### src/core/vsd_pkg.sv
// Constants for the VMEbus-side DMA controller: register map, fields,
// controller states and timing counts.
// Assumes a 32-bit APB register bus and a 10 MHz system clock.
package vsd_pkg;
  // ------------------------------------------------------------
  // Register byte addresses
  // ------------------------------------------------------------
  localparam logic [7:0] A_DCMD  = 8'h00; // DMA command
  localparam logic [7:0] A_LADR  = 8'h04; // Local DMA address
  localparam logic [7:0] A_RADR  = 8'h08; // Remote DMA address
  localparam logic [7:0] A_LREM  = 8'h0C; // Local remainder count
  localparam logic [7:0] A_RREM  = 8'h10; // Remote remainder count
  localparam logic [7:0] A_PKT   = 8'h14; // Local packet count
  localparam logic [7:0] A_LCMD  = 8'h18; // Local command
  localparam logic [7:0] A_LSTAT = 8'h1C; // Local status
  localparam logic [7:0] A_AM    = 8'h20; // Address modifier
  localparam logic [7:0] A_VEC   = 8'h24; // Interrupt vector
  localparam logic [7:0] A_LVL   = 8'h28; // Interrupt level select
  // ------------------------------------------------------------
  // Field positions
  // ------------------------------------------------------------
  localparam int DC_BLOCK = 0;
  localparam int DC_DONE  = 1;
  localparam int DC_IEN   = 2;
  localparam int DC_PAUSE = 3;
  localparam int DC_TOVME = 6;
  localparam int DC_START = 7;
  localparam int LC_CLRER = 7;
  localparam int LC_CLRPR = 6;
  localparam int LC_PT    = 5;
  localparam int LC_DISV  = 4;
  localparam int LC_DISA  = 2;
  localparam int LS_DERR  = 7;
  localparam int LS_RBERR = 6;
  localparam int LS_PR    = 5;
  localparam int LS_LRC   = 3;
  localparam int LS_TMO   = 2;
  localparam int LS_PT    = 1;
  localparam int LS_VBERR = 0;
  localparam int PKT_SHIFT = 8;      // Bytes per packet as a shift
  // ------------------------------------------------------------
  // Reset values and tenure limits
  // ------------------------------------------------------------
  localparam logic [7:0]  RST_BYTE    = 8'h00;
  localparam logic [8:0]  BLOCK_BYTES = 9'h100;
  localparam logic [8:0]  PAUSE_BYTES = 9'h040;
  localparam logic [23:0] BEAT_BYTES  = 24'h000004;
  // ------------------------------------------------------------
  // Timing
  // ------------------------------------------------------------
  localparam int CLK_MHZ = 10;
  localparam int TMO_US  = 16000;    // DMA completion timeout
  localparam int TMO_CYC = TMO_US * CLK_MHZ;
  // ------------------------------------------------------------
  // Controller states, Gray along the beat path
  // ------------------------------------------------------------
  typedef enum logic [2:0] {
    S_IDLE = 3'h0,
    S_ARB  = 3'h1,
    S_LIN  = 3'h3,
    S_ACC  = 3'h2,
    S_LOUT = 3'h6,
    S_REL  = 3'h7,
    S_DONE = 3'h5
  } vsd_state_t;
endpackage

### src/core/vsd_dma_ctrl.sv
// VMEbus-side DMA controller with completion and interrupt status.
// Assumes APB from the VMEbus master bridge, VMEbus handshake pins
// (asynchronous) and a same-clock link toward the PCI side.
// Operation
// - One DMA at a time across adapter
// - Start on a command write that sets bit 7 over a stored clear bit 7, idle link
// - Block mode: at most 256 bytes/tenure
// - Pause mode: at most 64 bytes/tenure
// - Non-block: rearbitrate after every transfer
// - No remote access during a DMA
// - Address modifier driven on every access
// - Vector supplied on completion acknowledge
// - Enabled completion raises level 1 or 2
// - Disable bit blocks all interrupts to VMEbus
// - Done set on any end, error included
// - Clearing done drops completion request
// - Error flags stay until clear bit
// - Clear bit drops receiver interrupt flag
`timescale 1ns/1ns
`default_nettype none
module vsd_dma_ctrl #(
  parameter int DMA_TIMEOUT_CYC = vsd_pkg::TMO_CYC
) (
  input  wire  logic        mclk,
  input  wire  logic        rst_b,
  input  wire  logic        psel,
  input  wire  logic        penable,
  input  wire  logic        pwrite,
  input  wire  logic [7:0]  paddr,
  input  wire  logic [31:0] pwdata,
  output logic [31:0]       prdata,
  output logic              pready,
  output logic              pslverr,
  input  wire  logic        vme_bus_grant,
  input  wire  logic        vme_ack,
  input  wire  logic        vme_berr,
  input  wire  logic        vme_iack,
  input  wire  logic [31:0] vme_rdata,
  output logic              vme_bus_req,
  output logic              vme_strobe,
  output logic              vme_write,
  output logic [31:0]       vme_addr,
  output logic [7:0]        vme_am,
  output logic [31:0]       vme_wdata,
  output logic              vme_irq1,
  output logic              vme_irq2,
  output logic [7:0]        vme_vector,
  input  wire  logic        link_in_valid,
  input  wire  logic [31:0] link_in_data,
  output logic              link_in_ready,
  output logic              link_out_valid,
  output logic [31:0]       link_out_data,
  input  wire  logic        link_out_ready,
  input  wire  logic        link_rbus_err,
  input  wire  logic        link_data_err,
  input  wire  logic        link_lrc_err,
  input  wire  logic        link_pr_set,
  input  wire  logic        link_dma_busy,
  output logic [23:0]       remote_dma_addr,
  output logic [7:0]        remote_dma_rem,
  output logic              pt_irq,
  output logic              remote_inhibit,
  output logic              dma_busy
);
  // ------------------------------------------------------------
  // Pin synchronisers
  // ------------------------------------------------------------
  logic [3:0] pin_raw;
  logic [3:0] s1_ff;
  logic [3:0] s2_ff;
  assign pin_raw = {vme_iack, vme_berr, vme_ack, vme_bus_grant};
  // Two flops per VMEbus handshake input
  for (genvar i = 0; i < 4; i++) begin : g_sync
    always_ff @(posedge mclk or negedge rst_b) begin
      if (!rst_b) begin
        s1_ff[i] <= 1'b0;
        s2_ff[i] <= 1'b0;
      end else begin
        s1_ff[i] <= pin_raw[i];
        s2_ff[i] <= s1_ff[i];
      end
    end
  end
  logic grant_s;
  logic ack_s;
  logic berr_s;
  logic iack_s;
  assign {iack_s, berr_s, ack_s, grant_s} = s2_ff;

  // ------------------------------------------------------------
  // Register file and APB slave
  // ------------------------------------------------------------
  logic [7:0]  dcmd_ff, nxt_dcmd;
  logic [31:0] ladr_ff, nxt_ladr;
  logic [23:0] radr_ff, nxt_radr;
  logic [7:0]  lrem_ff, nxt_lrem;
  logic [7:0]  rrem_ff, nxt_rrem;
  logic [15:0] pkt_ff, nxt_pkt;
  logic [7:0]  lcmd_ff, nxt_lcmd;
  logic [7:0]  stat_ff, nxt_stat;
  logic [7:0]  am_ff, nxt_am;
  logic [7:0]  vec_ff, nxt_vec;
  logic        lvl_ff, nxt_lvl;
  logic [31:0] prdata_ff, nxt_prdata;
  logic        pready_ff, nxt_pready;
  logic        pslverr_ff, nxt_pslverr;
  logic        wr_en, rd_en, start_go, end_ev, end_err;
  logic [7:0]  err_ev;
  vsd_pkg::vsd_state_t st_ff, nxt_st;

  assign wr_en = psel && penable && !pready_ff && pwrite;
  assign rd_en = psel && penable && !pready_ff && !pwrite;
  // Start only when bit 7 rises over a stored clear value, idle link
  assign start_go = wr_en && paddr == vsd_pkg::A_DCMD
    && pwdata[vsd_pkg::DC_START] && !dcmd_ff[vsd_pkg::DC_START]
    && st_ff == vsd_pkg::S_IDLE && !link_dma_busy;

  // Register writes, hardware status updates and read mux
  always_comb begin
    nxt_dcmd = dcmd_ff;
    nxt_ladr = ladr_ff;
    nxt_radr = radr_ff;
    nxt_lrem = lrem_ff;
    nxt_rrem = rrem_ff;
    nxt_pkt  = pkt_ff;
    nxt_lcmd = lcmd_ff;
    nxt_stat = stat_ff;
    nxt_am   = am_ff;
    nxt_vec  = vec_ff;
    nxt_lvl  = lvl_ff;
    nxt_prdata  = prdata_ff;
    nxt_pslverr = 1'b0;
    nxt_pready  = psel && penable && !pready_ff;
    if (wr_en) begin
      unique case (paddr)
        vsd_pkg::A_DCMD: begin
          // Done is cleared by software, never set by it
          nxt_dcmd = {pwdata[7:2],
                      dcmd_ff[vsd_pkg::DC_DONE] & pwdata[vsd_pkg::DC_DONE],
                      pwdata[0]};
          // A refused start must not leave bit 7 stored as set
          if (st_ff != vsd_pkg::S_IDLE || link_dma_busy) begin
            nxt_dcmd[vsd_pkg::DC_START] = dcmd_ff[vsd_pkg::DC_START];
          end
        end
        vsd_pkg::A_LADR: nxt_ladr = pwdata;
        vsd_pkg::A_RADR: nxt_radr = pwdata[23:0];
        vsd_pkg::A_LREM: nxt_lrem = pwdata[7:0];
        vsd_pkg::A_RREM: nxt_rrem = pwdata[7:0];
        vsd_pkg::A_PKT:  nxt_pkt  = pwdata[15:0];
        vsd_pkg::A_LCMD: begin
          nxt_lcmd = {2'b00, pwdata[5:0]};
          if (pwdata[vsd_pkg::LC_CLRER]) begin
            nxt_stat = stat_ff & 8'h32;
          end
          if (pwdata[vsd_pkg::LC_CLRPR]) begin
            nxt_stat[vsd_pkg::LS_PR] = 1'b0;
          end
        end
        vsd_pkg::A_AM:   nxt_am  = pwdata[7:0];
        vsd_pkg::A_VEC:  nxt_vec = pwdata[7:0];
        vsd_pkg::A_LVL:  nxt_lvl = pwdata[0];
        vsd_pkg::A_LSTAT: nxt_prdata = prdata_ff;
        default: nxt_pslverr = 1'b1;
      endcase
    end
    if (rd_en) begin
      unique case (paddr)
        vsd_pkg::A_DCMD:  nxt_prdata = {24'h000000, dcmd_ff};
        vsd_pkg::A_LADR:  nxt_prdata = ladr_ff;
        vsd_pkg::A_RADR:  nxt_prdata = {8'h00, radr_ff};
        vsd_pkg::A_LREM:  nxt_prdata = {24'h000000, lrem_ff};
        vsd_pkg::A_RREM:  nxt_prdata = {24'h000000, rrem_ff};
        vsd_pkg::A_PKT:   nxt_prdata = {16'h0000, pkt_ff};
        vsd_pkg::A_LCMD:  nxt_prdata = {24'h000000, lcmd_ff};
        vsd_pkg::A_LSTAT: nxt_prdata = {24'h000000, stat_ff};
        vsd_pkg::A_AM:    nxt_prdata = {24'h000000, am_ff};
        vsd_pkg::A_VEC:   nxt_prdata = {24'h000000, vec_ff};
        vsd_pkg::A_LVL:   nxt_prdata = {31'h00000000, lvl_ff};
        default: begin
          nxt_prdata  = 32'h00000000;
          nxt_pslverr = 1'b1;
        end
      endcase
    end
    // Hardware events win over a same-cycle software clear
    nxt_stat = nxt_stat | err_ev;
    nxt_stat[vsd_pkg::LS_PT] = lcmd_ff[vsd_pkg::LC_PT];
    if (end_ev) begin
      nxt_dcmd[vsd_pkg::DC_DONE]  = 1'b1;
      nxt_dcmd[vsd_pkg::DC_START] = 1'b0;
    end
  end

  always_ff @(posedge mclk or negedge rst_b) begin
    if (!rst_b) begin
      dcmd_ff <= vsd_pkg::RST_BYTE;
      ladr_ff <= 32'h00000000;
      radr_ff <= 24'h000000;
      lrem_ff <= vsd_pkg::RST_BYTE;
      rrem_ff <= vsd_pkg::RST_BYTE;
      pkt_ff  <= 16'h0000;
      lcmd_ff <= vsd_pkg::RST_BYTE;
      stat_ff <= vsd_pkg::RST_BYTE;
      am_ff   <= vsd_pkg::RST_BYTE;
      vec_ff  <= vsd_pkg::RST_BYTE;
      lvl_ff  <= 1'b0;
      prdata_ff  <= 32'h00000000;
      pready_ff  <= 1'b0;
      pslverr_ff <= 1'b0;
    end else begin
      dcmd_ff <= nxt_dcmd;
      ladr_ff <= nxt_ladr;
      radr_ff <= nxt_radr;
      lrem_ff <= nxt_lrem;
      rrem_ff <= nxt_rrem;
      pkt_ff  <= nxt_pkt;
      lcmd_ff <= nxt_lcmd;
      stat_ff <= nxt_stat;
      am_ff   <= nxt_am;
      vec_ff  <= nxt_vec;
      lvl_ff  <= nxt_lvl;
      prdata_ff  <= nxt_prdata;
      pready_ff  <= nxt_pready;
      pslverr_ff <= nxt_pslverr;
    end
  end

  // ------------------------------------------------------------
  // Transfer engine
  // ------------------------------------------------------------
  logic [23:0] left_ff, nxt_left;
  logic [8:0]  ten_ff, nxt_ten;
  logic [31:0] addr_ff, nxt_addr;
  logic [31:0] data_ff, nxt_data;
  logic [31:0] tmo_ff, nxt_tmo;
  logic        req_ff, nxt_req, stb_ff, nxt_stb;
  logic        tovme, last_beat;
  logic [8:0]  ten_lim;
  logic [23:0] beat;

  assign tovme = dcmd_ff[vsd_pkg::DC_TOVME];
  assign beat  = (left_ff < vsd_pkg::BEAT_BYTES) ? left_ff : vsd_pkg::BEAT_BYTES;
  assign last_beat = left_ff == beat;
  // Tenure limit per arbitration mode
  always_comb begin
    if (!dcmd_ff[vsd_pkg::DC_BLOCK]) begin
      ten_lim = 9'(beat);
    end else if (dcmd_ff[vsd_pkg::DC_PAUSE]) begin
      ten_lim = vsd_pkg::PAUSE_BYTES;
    end else begin
      ten_lim = vsd_pkg::BLOCK_BYTES;
    end
  end

  // Beat sequencing, error capture and completion
  always_comb begin
    nxt_st   = st_ff;
    nxt_left = left_ff;
    nxt_ten  = ten_ff;
    nxt_addr = addr_ff;
    nxt_data = data_ff;
    nxt_req  = req_ff;
    nxt_stb  = 1'b0;
    nxt_tmo  = (st_ff == vsd_pkg::S_IDLE) ? 32'h00000000 : tmo_ff + 32'h00000001;
    err_ev   = 8'h00;
    err_ev[vsd_pkg::LS_RBERR] = link_rbus_err;
    err_ev[vsd_pkg::LS_DERR]  = link_data_err;
    err_ev[vsd_pkg::LS_LRC]   = link_lrc_err;
    err_ev[vsd_pkg::LS_PR]    = link_pr_set;
    end_ev  = 1'b0;
    end_err = |{link_rbus_err, link_data_err, link_lrc_err};
    unique case (st_ff)
      vsd_pkg::S_IDLE: if (start_go) begin
        nxt_left = {pkt_ff, lrem_ff}; // Packets of 256 plus remainder
        nxt_addr = ladr_ff;
        nxt_st   = (pkt_ff == 16'h0000 && lrem_ff == 8'h00)
                   ? vsd_pkg::S_DONE : vsd_pkg::S_ARB;
      end
      vsd_pkg::S_ARB: begin
        // Request again only once the old grant is gone, so a stale grant cannot pass
        nxt_req = req_ff || !grant_s;
        nxt_ten = 9'h000;
        if (grant_s && req_ff) begin
          nxt_st = tovme ? vsd_pkg::S_LIN : vsd_pkg::S_ACC;
        end
      end
      vsd_pkg::S_LIN: if (link_in_valid) begin
        nxt_data = link_in_data;
        nxt_st   = vsd_pkg::S_ACC;
      end
      vsd_pkg::S_ACC: begin
        // Strobe only after the previous acknowledge has been released
        nxt_stb = !(ack_s || berr_s);
        if (stb_ff && berr_s) begin
          err_ev[vsd_pkg::LS_VBERR] = 1'b1;
          nxt_st = vsd_pkg::S_REL;
          nxt_left = 24'h000000;
        end else if (stb_ff && ack_s) begin
          if (!tovme) begin
            nxt_data = vme_rdata;
          end
          nxt_st = tovme ? vsd_pkg::S_REL : vsd_pkg::S_LOUT;
        end
      end
      vsd_pkg::S_LOUT: if (link_out_ready) begin
        nxt_st = vsd_pkg::S_REL;
      end
      vsd_pkg::S_REL: begin
        // Count the beat, then keep or give up the bus
        nxt_left = left_ff - beat;
        nxt_addr = addr_ff + 32'(beat);
        nxt_ten  = ten_ff + 9'(beat);
        if (left_ff == 24'h000000 || last_beat) begin
          nxt_st  = vsd_pkg::S_DONE;
          nxt_req = 1'b0;
        end else if (ten_ff + 9'(beat) + 9'(beat) > ten_lim) begin
          nxt_st  = vsd_pkg::S_ARB;
          nxt_req = 1'b0;
        end else begin
          nxt_st  = tovme ? vsd_pkg::S_LIN : vsd_pkg::S_ACC;
        end
      end
      vsd_pkg::S_DONE: begin
        end_ev = 1'b1;
        nxt_req = 1'b0;
        nxt_st = vsd_pkg::S_IDLE;
      end
      default: nxt_st = vsd_pkg::S_IDLE;
    endcase
    // Timeout or link error aborts and still reports done
    if (st_ff != vsd_pkg::S_IDLE && st_ff != vsd_pkg::S_DONE
        && (end_err || tmo_ff >= 32'(DMA_TIMEOUT_CYC))) begin
      err_ev[vsd_pkg::LS_TMO] = !end_err;
      nxt_st  = vsd_pkg::S_DONE;
      nxt_req = 1'b0;
      nxt_stb = 1'b0;
    end
  end

  always_ff @(posedge mclk or negedge rst_b) begin
    if (!rst_b) begin
      st_ff   <= vsd_pkg::S_IDLE;
      left_ff <= 24'h000000;
      ten_ff  <= 9'h000;
      addr_ff <= 32'h00000000;
      data_ff <= 32'h00000000;
      tmo_ff  <= 32'h00000000;
      req_ff  <= 1'b0;
      stb_ff  <= 1'b0;
    end else begin
      st_ff   <= nxt_st;
      left_ff <= nxt_left;
      ten_ff  <= nxt_ten;
      addr_ff <= nxt_addr;
      data_ff <= nxt_data;
      tmo_ff  <= nxt_tmo;
      req_ff  <= nxt_req;
      stb_ff  <= nxt_stb;
    end
  end

  // ------------------------------------------------------------
  // Interrupt requests, vector and link-facing flags
  // ------------------------------------------------------------
  logic irq1_ff, irq2_ff, busy_ff, vecv, pt_ff, nxt_irq;
  logic [7:0] vout_ff;
  // Completion only when done and enabled; disable bit gates all
  assign nxt_irq = ((dcmd_ff[vsd_pkg::DC_DONE] && dcmd_ff[vsd_pkg::DC_IEN])
    || (|(stat_ff & 8'hEC))) && !lcmd_ff[vsd_pkg::LC_DISV];
  assign vecv = iack_s && (irq1_ff || irq2_ff);
  always_ff @(posedge mclk or negedge rst_b) begin
    if (!rst_b) begin
      irq1_ff <= 1'b0;
      irq2_ff <= 1'b0;
      busy_ff <= 1'b0;
      pt_ff   <= 1'b0;
      vout_ff <= vsd_pkg::RST_BYTE;
    end else begin
      irq1_ff <= nxt_irq && !lvl_ff;
      irq2_ff <= nxt_irq && lvl_ff;
      busy_ff <= nxt_st != vsd_pkg::S_IDLE;
      pt_ff   <= lcmd_ff[vsd_pkg::LC_PT] && !lcmd_ff[vsd_pkg::LC_DISA];
      vout_ff <= vecv ? vec_ff : vsd_pkg::RST_BYTE;
    end
  end

  assign prdata  = prdata_ff;
  assign pready  = pready_ff;
  assign pslverr = pslverr_ff;
  assign vme_bus_req = req_ff;
  assign vme_strobe  = stb_ff;
  assign vme_write   = tovme;
  assign vme_addr    = addr_ff;
  assign vme_am      = am_ff;
  assign vme_wdata   = data_ff;
  assign vme_irq1    = irq1_ff;
  assign vme_irq2    = irq2_ff;
  assign vme_vector  = vout_ff;
  assign link_in_ready  = st_ff == vsd_pkg::S_LIN;
  assign link_out_valid = st_ff == vsd_pkg::S_LOUT;
  assign link_out_data  = data_ff;
  assign remote_dma_addr = radr_ff;
  assign remote_dma_rem  = rrem_ff;
  assign pt_irq         = pt_ff;
  assign remote_inhibit = busy_ff;
  assign dma_busy       = busy_ff;
endmodule
`default_nettype wire

### config.mk
export PLATFORM = sky130hd
export DESIGN_NAME = vsd_dma_ctrl
export DESIGN_NICKNAME = d
export VERILOG_FILES = /design/src/core/vsd_pkg.sv /design/src/core/vsd_dma_ctrl.sv
export SDC_FILE = /design/constraint.sdc
export NUM_CORES = 1
export LEC_CHECK = 0
export ABC_CLOCK_PERIOD_IN_PS = 5000
export BUFFER_PORTS_ARGS = -buffer_cell sky130_fd_sc_hd__buf_4
export CAP_MARGIN = 10
export CORE_MARGIN = 1
export CORE_UTILIZATION = 51
export DETAILED_ROUTE_END_ITERATION = 6
export MAX_ROUTING_LAYER = met4
export PLACE_DENSITY = 0.84
export SLEW_MARGIN = 20
export SYNTH_ARGS = -nofsm -noshare
export SYNTH_HDL_FRONTEND = slang
export SYNTH_SLANG_ARGS = --single-unit
export TNS_END_PERCENT = 30
### constraint.sdc
create_clock -name mclk -period 5 [get_ports mclk]
set_clock_uncertainty 0.05 [all_clocks]
set_input_delay 0.25 -clock mclk [delete_from_list [all_inputs] [get_ports mclk]]
set_output_delay 0.25 -clock mclk [all_outputs]
set_load 0.01 [all_outputs]
Word-level counts from Yosys, hierarchy flattened
Index checks and enable logic that the tools add are counted.
{"block": "totals", "register_bits": 315, "out_inout_bits": 188, "wordCells": 197}
{"block": "classes", "n_addsub": 5, "order_cmp": 3, "eq_ne": 26, "mux": 53, "bitwise": 2, "reduce_logical": 71}
{"op": "$pmux 32 s11", "count": 1}
{"op": "$mux 32", "count": 6}
{"op": "$pmux 32 s2", "count": 2}
{"op": "$mux 24", "count": 3}
{"op": "$pmux 24 s3", "count": 1}
{"op": "$mux 8", "count": 6}
{"op": "$add 32x1->32 const B", "count": 1}
{"op": "$add 32x24->32", "count": 1}
{"op": "$eq 8x5->1 const B", "count": 4}
{"op": "$ge 32x18->1 const B", "count": 1}
{"op": "$mux 3", "count": 9}
{"op": "$reduce_and 2->1", "count": 13}
{"op": "$eq 24x24->1", "count": 1}
{"op": "$eq 8x6->1 const B", "count": 3}
{"op": "$logic_not 24->1", "count": 1}
{"op": "$lt 24x3->1 const B", "count": 1}
{"op": "$sub 24x24->24", "count": 1}
{"op": "$logic_and 1x1->1", "count": 21}
{"op": "$mux 1", "count": 19}
{"op": "$add 9x9->9", "count": 2}
{"op": "$mux 9", "count": 2}
{"op": "$pmux 3 s6", "count": 1}
{"op": "$pmux 9 s2", "count": 1}
{"op": "$eq 8x4->1 const B", "count": 2}
{"op": "other kinds (25)", "count": 57}

Logic depth before layout (Yosys ltp)
{"block": "depth", "word_depth": 12, "mapped_depth": 26}

Worst setup path after synthesis
Ideal clock, no wire load.
{"block": "synth_path", "path_kind": "reg2reg", "startpoint": "register left_ff[19]", "endpoint": "register busy_ff, in the netlist dma_busy", "arrival_ps": 5265, "required_time_ps": 4808, "path_slack_ps": -458, "stages_incl_launch_ff": 26, "synth_period_minus_slack_ps": 5458, "cell_sequence": "dfrtp_1 > or4_4 > or2_2 > nor4_1 > inv_1 > ha_1 > nand2_1 > o21ai_0 > a211oi_1 > xnor2_1 > ha_1 > a21oi_1 > nor2b_1 > o21a_1 > o21ai_0 > nand2b_1 > a21oi_1 > xnor2_1 > ha_1 > nand2_1 > nor3_1 > nor2_1 > a31o_2 > o31a_1 > nor3_1 > o211ai_1"}
{"block": "synth_via", "elab_chain_cells": 10, "elab_cells_between_ends": 14, "classes_between": "2 x add/sub; 2 x order compare; 1 x eq/ne; 6 x mux; 3 x reduce/logical"}
{"element": "start: declaration", "line_no": "vsd_dma_ctrl.sv:232", "source": "logic [23:0] left_ff, nxt_left;"}
{"element": "start signal: assignment", "line_no": "vsd_dma_ctrl.sv:353", "source": "left_ff <= nxt_left;"}
{"element": "$lt 24x3->1", "line_no": "vsd_dma_ctrl.sv:243", "source": "assign beat = (left_ff < vsd_pkg::BEAT_BYTES) ? left_ff : vsd_pkg::BEAT_BYTES;"}
{"element": "$mux 24", "line_no": "vsd_dma_ctrl.sv:243"}
{"element": "$add 9x9->9 (2 in series)", "line_no": "vsd_dma_ctrl.sv:317", "source": "end else if (ten_ff + 9'(beat) + 9'(beat) > ten_lim) begin"}
{"element": "$gt 9x9->1", "line_no": "vsd_dma_ctrl.sv:317"}
{"element": "$mux 2", "line_no": "vsd_dma_ctrl.sv:317"}
{"element": "$mux 3 *", "line_no": "vsd_dma_ctrl.sv:314", "source": "if (left_ff == 24'h000000 || last_beat) begin"}
{"element": "$pmux 3 s6 *", "line_no": "vsd_dma_ctrl.sv:273", "source": "unique case (st_ff)"}
{"element": "$mux 3 *", "line_no": "vsd_dma_ctrl.sv:332", "source": "if (st_ff != vsd_pkg::S_IDLE && st_ff != vsd_pkg::S_DONE"}
{"element": "$reduce_bool 3->1 *", "line_no": "vsd_dma_ctrl.sv:382", "source": "busy_ff <= nxt_st != vsd_pkg::S_IDLE;"}
{"element": "end signal: assignment", "line_no": "vsd_dma_ctrl.sv:382"}
{"element": "end: declaration", "line_no": "vsd_dma_ctrl.sv:366", "source": "logic irq1_ff, irq2_ff, busy_ff, vecv, pt_ff, nxt_irq;"}
Every way passes the cells marked *; elsewhere a longest branch is shown, timed or not.
A chain may end at the register's enable or synchronous reset.

Worst setup path after layout
{"block": "layout_path", "startpoint": "register left_ff[16]", "endpoint": "register busy_ff, in the netlist dma_busy"}
The elaborated chain is that of the path after synthesis.

==> flow_metrics.tcl <==
set metrics [dict create \
    start_util_pct 52.2 \
    maxCapViolations 0 \
    cts_root_buf "clkbuf_16" \
    dieHeight_um 182 \
    hold_slack_ns -0.00225 \
    grt_remaining_overflow 0 \
    yosysWarnings 0 \
    drv_slew 0 \
    cp_max_fo 4 \
    hold_violations 2 \
    setup_viol 4 \
    drive_above_1_share_pct 29.2 \
    viasPerCell 6.12 \
    nFillCells 2297 \
    num_vias 15400 \
    fmax_ghz 0.186 \
    die_width_um 182 \
    path_clk_slew_ns 0.06 \
    postSynthCellCount 1657 \
    grt_usage_pct 32.6 \
    cts_buffers 35 \
    path_class "reg -> reg" \
    core_area_um2 31700 \
    remaining_drc_errors 0 \
    grt_max_degree 140 \
    synth_edf_count 0 \
    crit_path_cell_trace "or4_4 -> or2_4 -> nor4_4 -> inv_2 -> ha_4 -> nand2_4 -> buf_4 -> nor3b_2 -> mux2i_1 -> a41oi_1 -> xnor2_1 -> ha_1 -> inv_1 -> o21bai_1 -> a21oi_1 -> xnor2_1 -> ha_1 -> nand4_1 -> nor3_2 -> a21oi_1 -> a31o_2 -> o31a_1 -> nor3_2 -> o211ai_1" \
    rsz0062_at_grt "true" \
    slowest_stage "or4_4" \
    antenna_found_initial 0 \
    grt_pass1_wl_mm 83.0 \
    tritoncts "yes" \
    ios 308 \
    async_flop_share_pct 100 \
    htreeDepth 2 \
    pwr_density_cell_nw_per_um2 366 \
    leakagePower_nw 10.6 \
    crit_path_end_kind "flip-flop" \
    yosys_register_bits 314 \
    synth_largest_area_cell "dfrtp_1" \
    firstDrtPassIters 6 \
    maxSlewHeadroom_pct 22.4 \
    clock-sinks 314 \
    grt_pass1_vias 15400 \
    synthFlopType "dfrtp_1" \
    post-route-period-util_pct 108 \
    syn_to_final_growth_pct 31.5 \
    syn_area_per_cell_um2 9.98 \
    die_area_um2 33200 \
    io_buffers 307 \
    worst_slew_pin_slew_ns 1.15 \
    synthTopCellsByArea "dfrtp_1 (48%), mux2_2 (8.0%), ha_1 (4.0%), nor2_1 (4.0%), nand2_1 (3.7%)" \
    failed_checks "hold timing, setup timing" \
    required_ns 5.36 \
    num_rows 65 \
    syn_area_um2 16500 \
    critPathMaxStageDelay_ns 0.55 \
    max-clock-path-buffers 3 \
    ir_drop_mv 0.270 \
    final_nets 2262 \
    worstPathArrival_ns 5.75 \
    post-route-min-period_ns 5.39 \
    start_kind "flip-flop" \
    synth_top_area_share_pct 47.5 \
    wl_per_cell_um 21.2 \
    mostFrequentLayoutCell "buf_4" \
    gp_congestion 0.935 \
    seq_area_frac_synth_pct 47.5 \
    setup_ws_ns -0.386 \
    insertion_delay_ns 0.55 \
    ant_nets 0 \
    hold_path_class "in -> reg" \
    synth.distinct_cells 74 \
    fin_setup_tns_ns -1.10 \
    dp_hpwl_mm 35.5 \
    drtIter0Drc 1584 \
    final_cell_mix "buf_4 (388), dfrtp_1 (314), nor2_1 (171)" \
    status "finished with violations" \
    routed_wl_mm 53.3 \
    antenna_cells 0 \
]
-- registers in the layout (all words and copies together), names as in the netlist, 9 cells and up --
signal           flops
tmo_ff              32
prdata              32
vme_addr            32
remote_dma_addr     24
ten_ff               9
pkt_ff              16
ladr_ff             32
left_ff             24
link_out_data       32
-- Yosys cell counts (7+ instances only) --
cell type and n:
nand2b_1 10, dfrtp_1 314, nor3_1 31, o21ai_0 75
a31oi_1 30, buf_1 10, o21bai_1 8, mux2i_1 37
and3_1 19, nor2b_1 10, a32oi_1 9, nand3_1 41
buf_4 33, nand4_1 17, a221oi_1 26, a21oi_1 107
xor2_1 29, nor2_1 175, xnor2_1 33, nand2_1 163
ha_1 53, clkbuf_1 67, and2_1 15, nor4_1 18
mux2_2 117, inv_1 23, or3_1 12, a22o_1 17
a21o_1 24, a211oi_1 7, a22oi_1 30
-- metal layers --
metal	wire [um]	up-vias	track usage, %
met1	20500	7534	39.9
met4	2310	0	13.2
met5	0	-	-
met2	25800	847	53.0
li1	-	6802	-
met3	4680	176	6.65
-- stage by stage --
step / cells / utilization [%] / worst slack (ns) / total power, mW / instance area, um2
6_report: 2511 / 68.6 / -0.386 / 7.97 / 21800
3_3_place_gp: 2357 / 61.7 / -0.163 / 5.13 / 19600
2_1_floorplan: 1691 / - / 0.00354 / 4.38 / 16700
5_1_grt: 2511 / 68.6 / -0.652 / 8.34 / 21800
3_5_place_dp: 2357 / 61.7 / -0.375 / 5.21 / 19600
4_1_cts: 2509 / 68.4 / -0.236 / 7.90 / 21700
-- worst max-delay path, delay by kind of cell (launching register included) --
kind | cells | cell delay [ns]
AO/OA/AOI/OAI | 7 | 1.23
multiplexers | 1 | 0.13
adder cells (fa/ha/maj) | 3 | 0.96
buffers and inverters | 3 | 0.35
AND/OR/NAND/NOR | 8 | 1.91
flip-flops | 1 | 0.38
XOR/XNOR | 2 | 0.24
-- cell families (layout without fill, tap and decap cells) --
family	after synthesis	in the layout	synth area share [%]
xor+xnor	62	62	3.28
simple gates	546	546	15.5
mux	154	154	10.2
fa+ha+maj	55	55	4.19
flops	314	314	47.5
buf+inv	135	553	3.82
compound gates	389	389	15.5
other cells	2	36	0.0454
-- report_power, final --
part,internal (mW),switching (mW),leakage (nW)
clock network,1.51,1.08,0.559
logic,1.09,1.28,5.83
registers,2.75,0.256,4.17
total,5.35,2.62,10.6
-- worst paths after layout --
kind | start | endpoint | slack [ns] | depth (start not counted)
min in group asynchronous | rst_b | vec_ff[4]$_DFFE_PN0P_ | 0.12 | 2
setup reg to reg | left_ff[16]$_DFFE_PN0P_ | dma_busy$_DFF_PN0_ | -0.39 | 24
hold reg to reg | s1_ff[2]$_DFF_PN0_ | berr_s$_DFF_PN0_ | 0.30 | 0
max in group asynchronous | rst_b | left_ff[8]$_DFFE_PN0P_ | 3.24 | 4
hold / removal | vme_rdata[19] | link_out_data[19]$_DFFE_PN0P_ | -0.002 | 3
setup / recovery | left_ff[16]$_DFFE_PN0P_ | dma_busy$_DFF_PN0_ | -0.39 | 24
-- final cells by class --
cell class / instances / area [um2] / share of cell area, %
inverters: 24 / 90.1 / 0.414
clock buffers: 47 / 991 / 4.56
multi-input cells: 1242 / 8380 / 38.5
clock inverters: 11 / 155 / 0.713
well taps: 402 / 503 / 2.31
repair buffers: 471 / 3780 / 17.4
flip-flops and latches: 314 / 7860 / 36.1
-- what timing repair did --
| action | in CTS | in global routing |
|---|---|---|
| resized for setup | 19 | 2 |
| setup buffers | 14 | 1 |
| cloned | 0 | 0 |
| endpoints found under the setup margin | 4 | 4 |
| pin swaps | 32 | 16 |
| hold buffers | 80 | 0 |
| hold endpoints to repair | 248 | 0 |
Note: power is estimated with default switching activity, not from simulation.
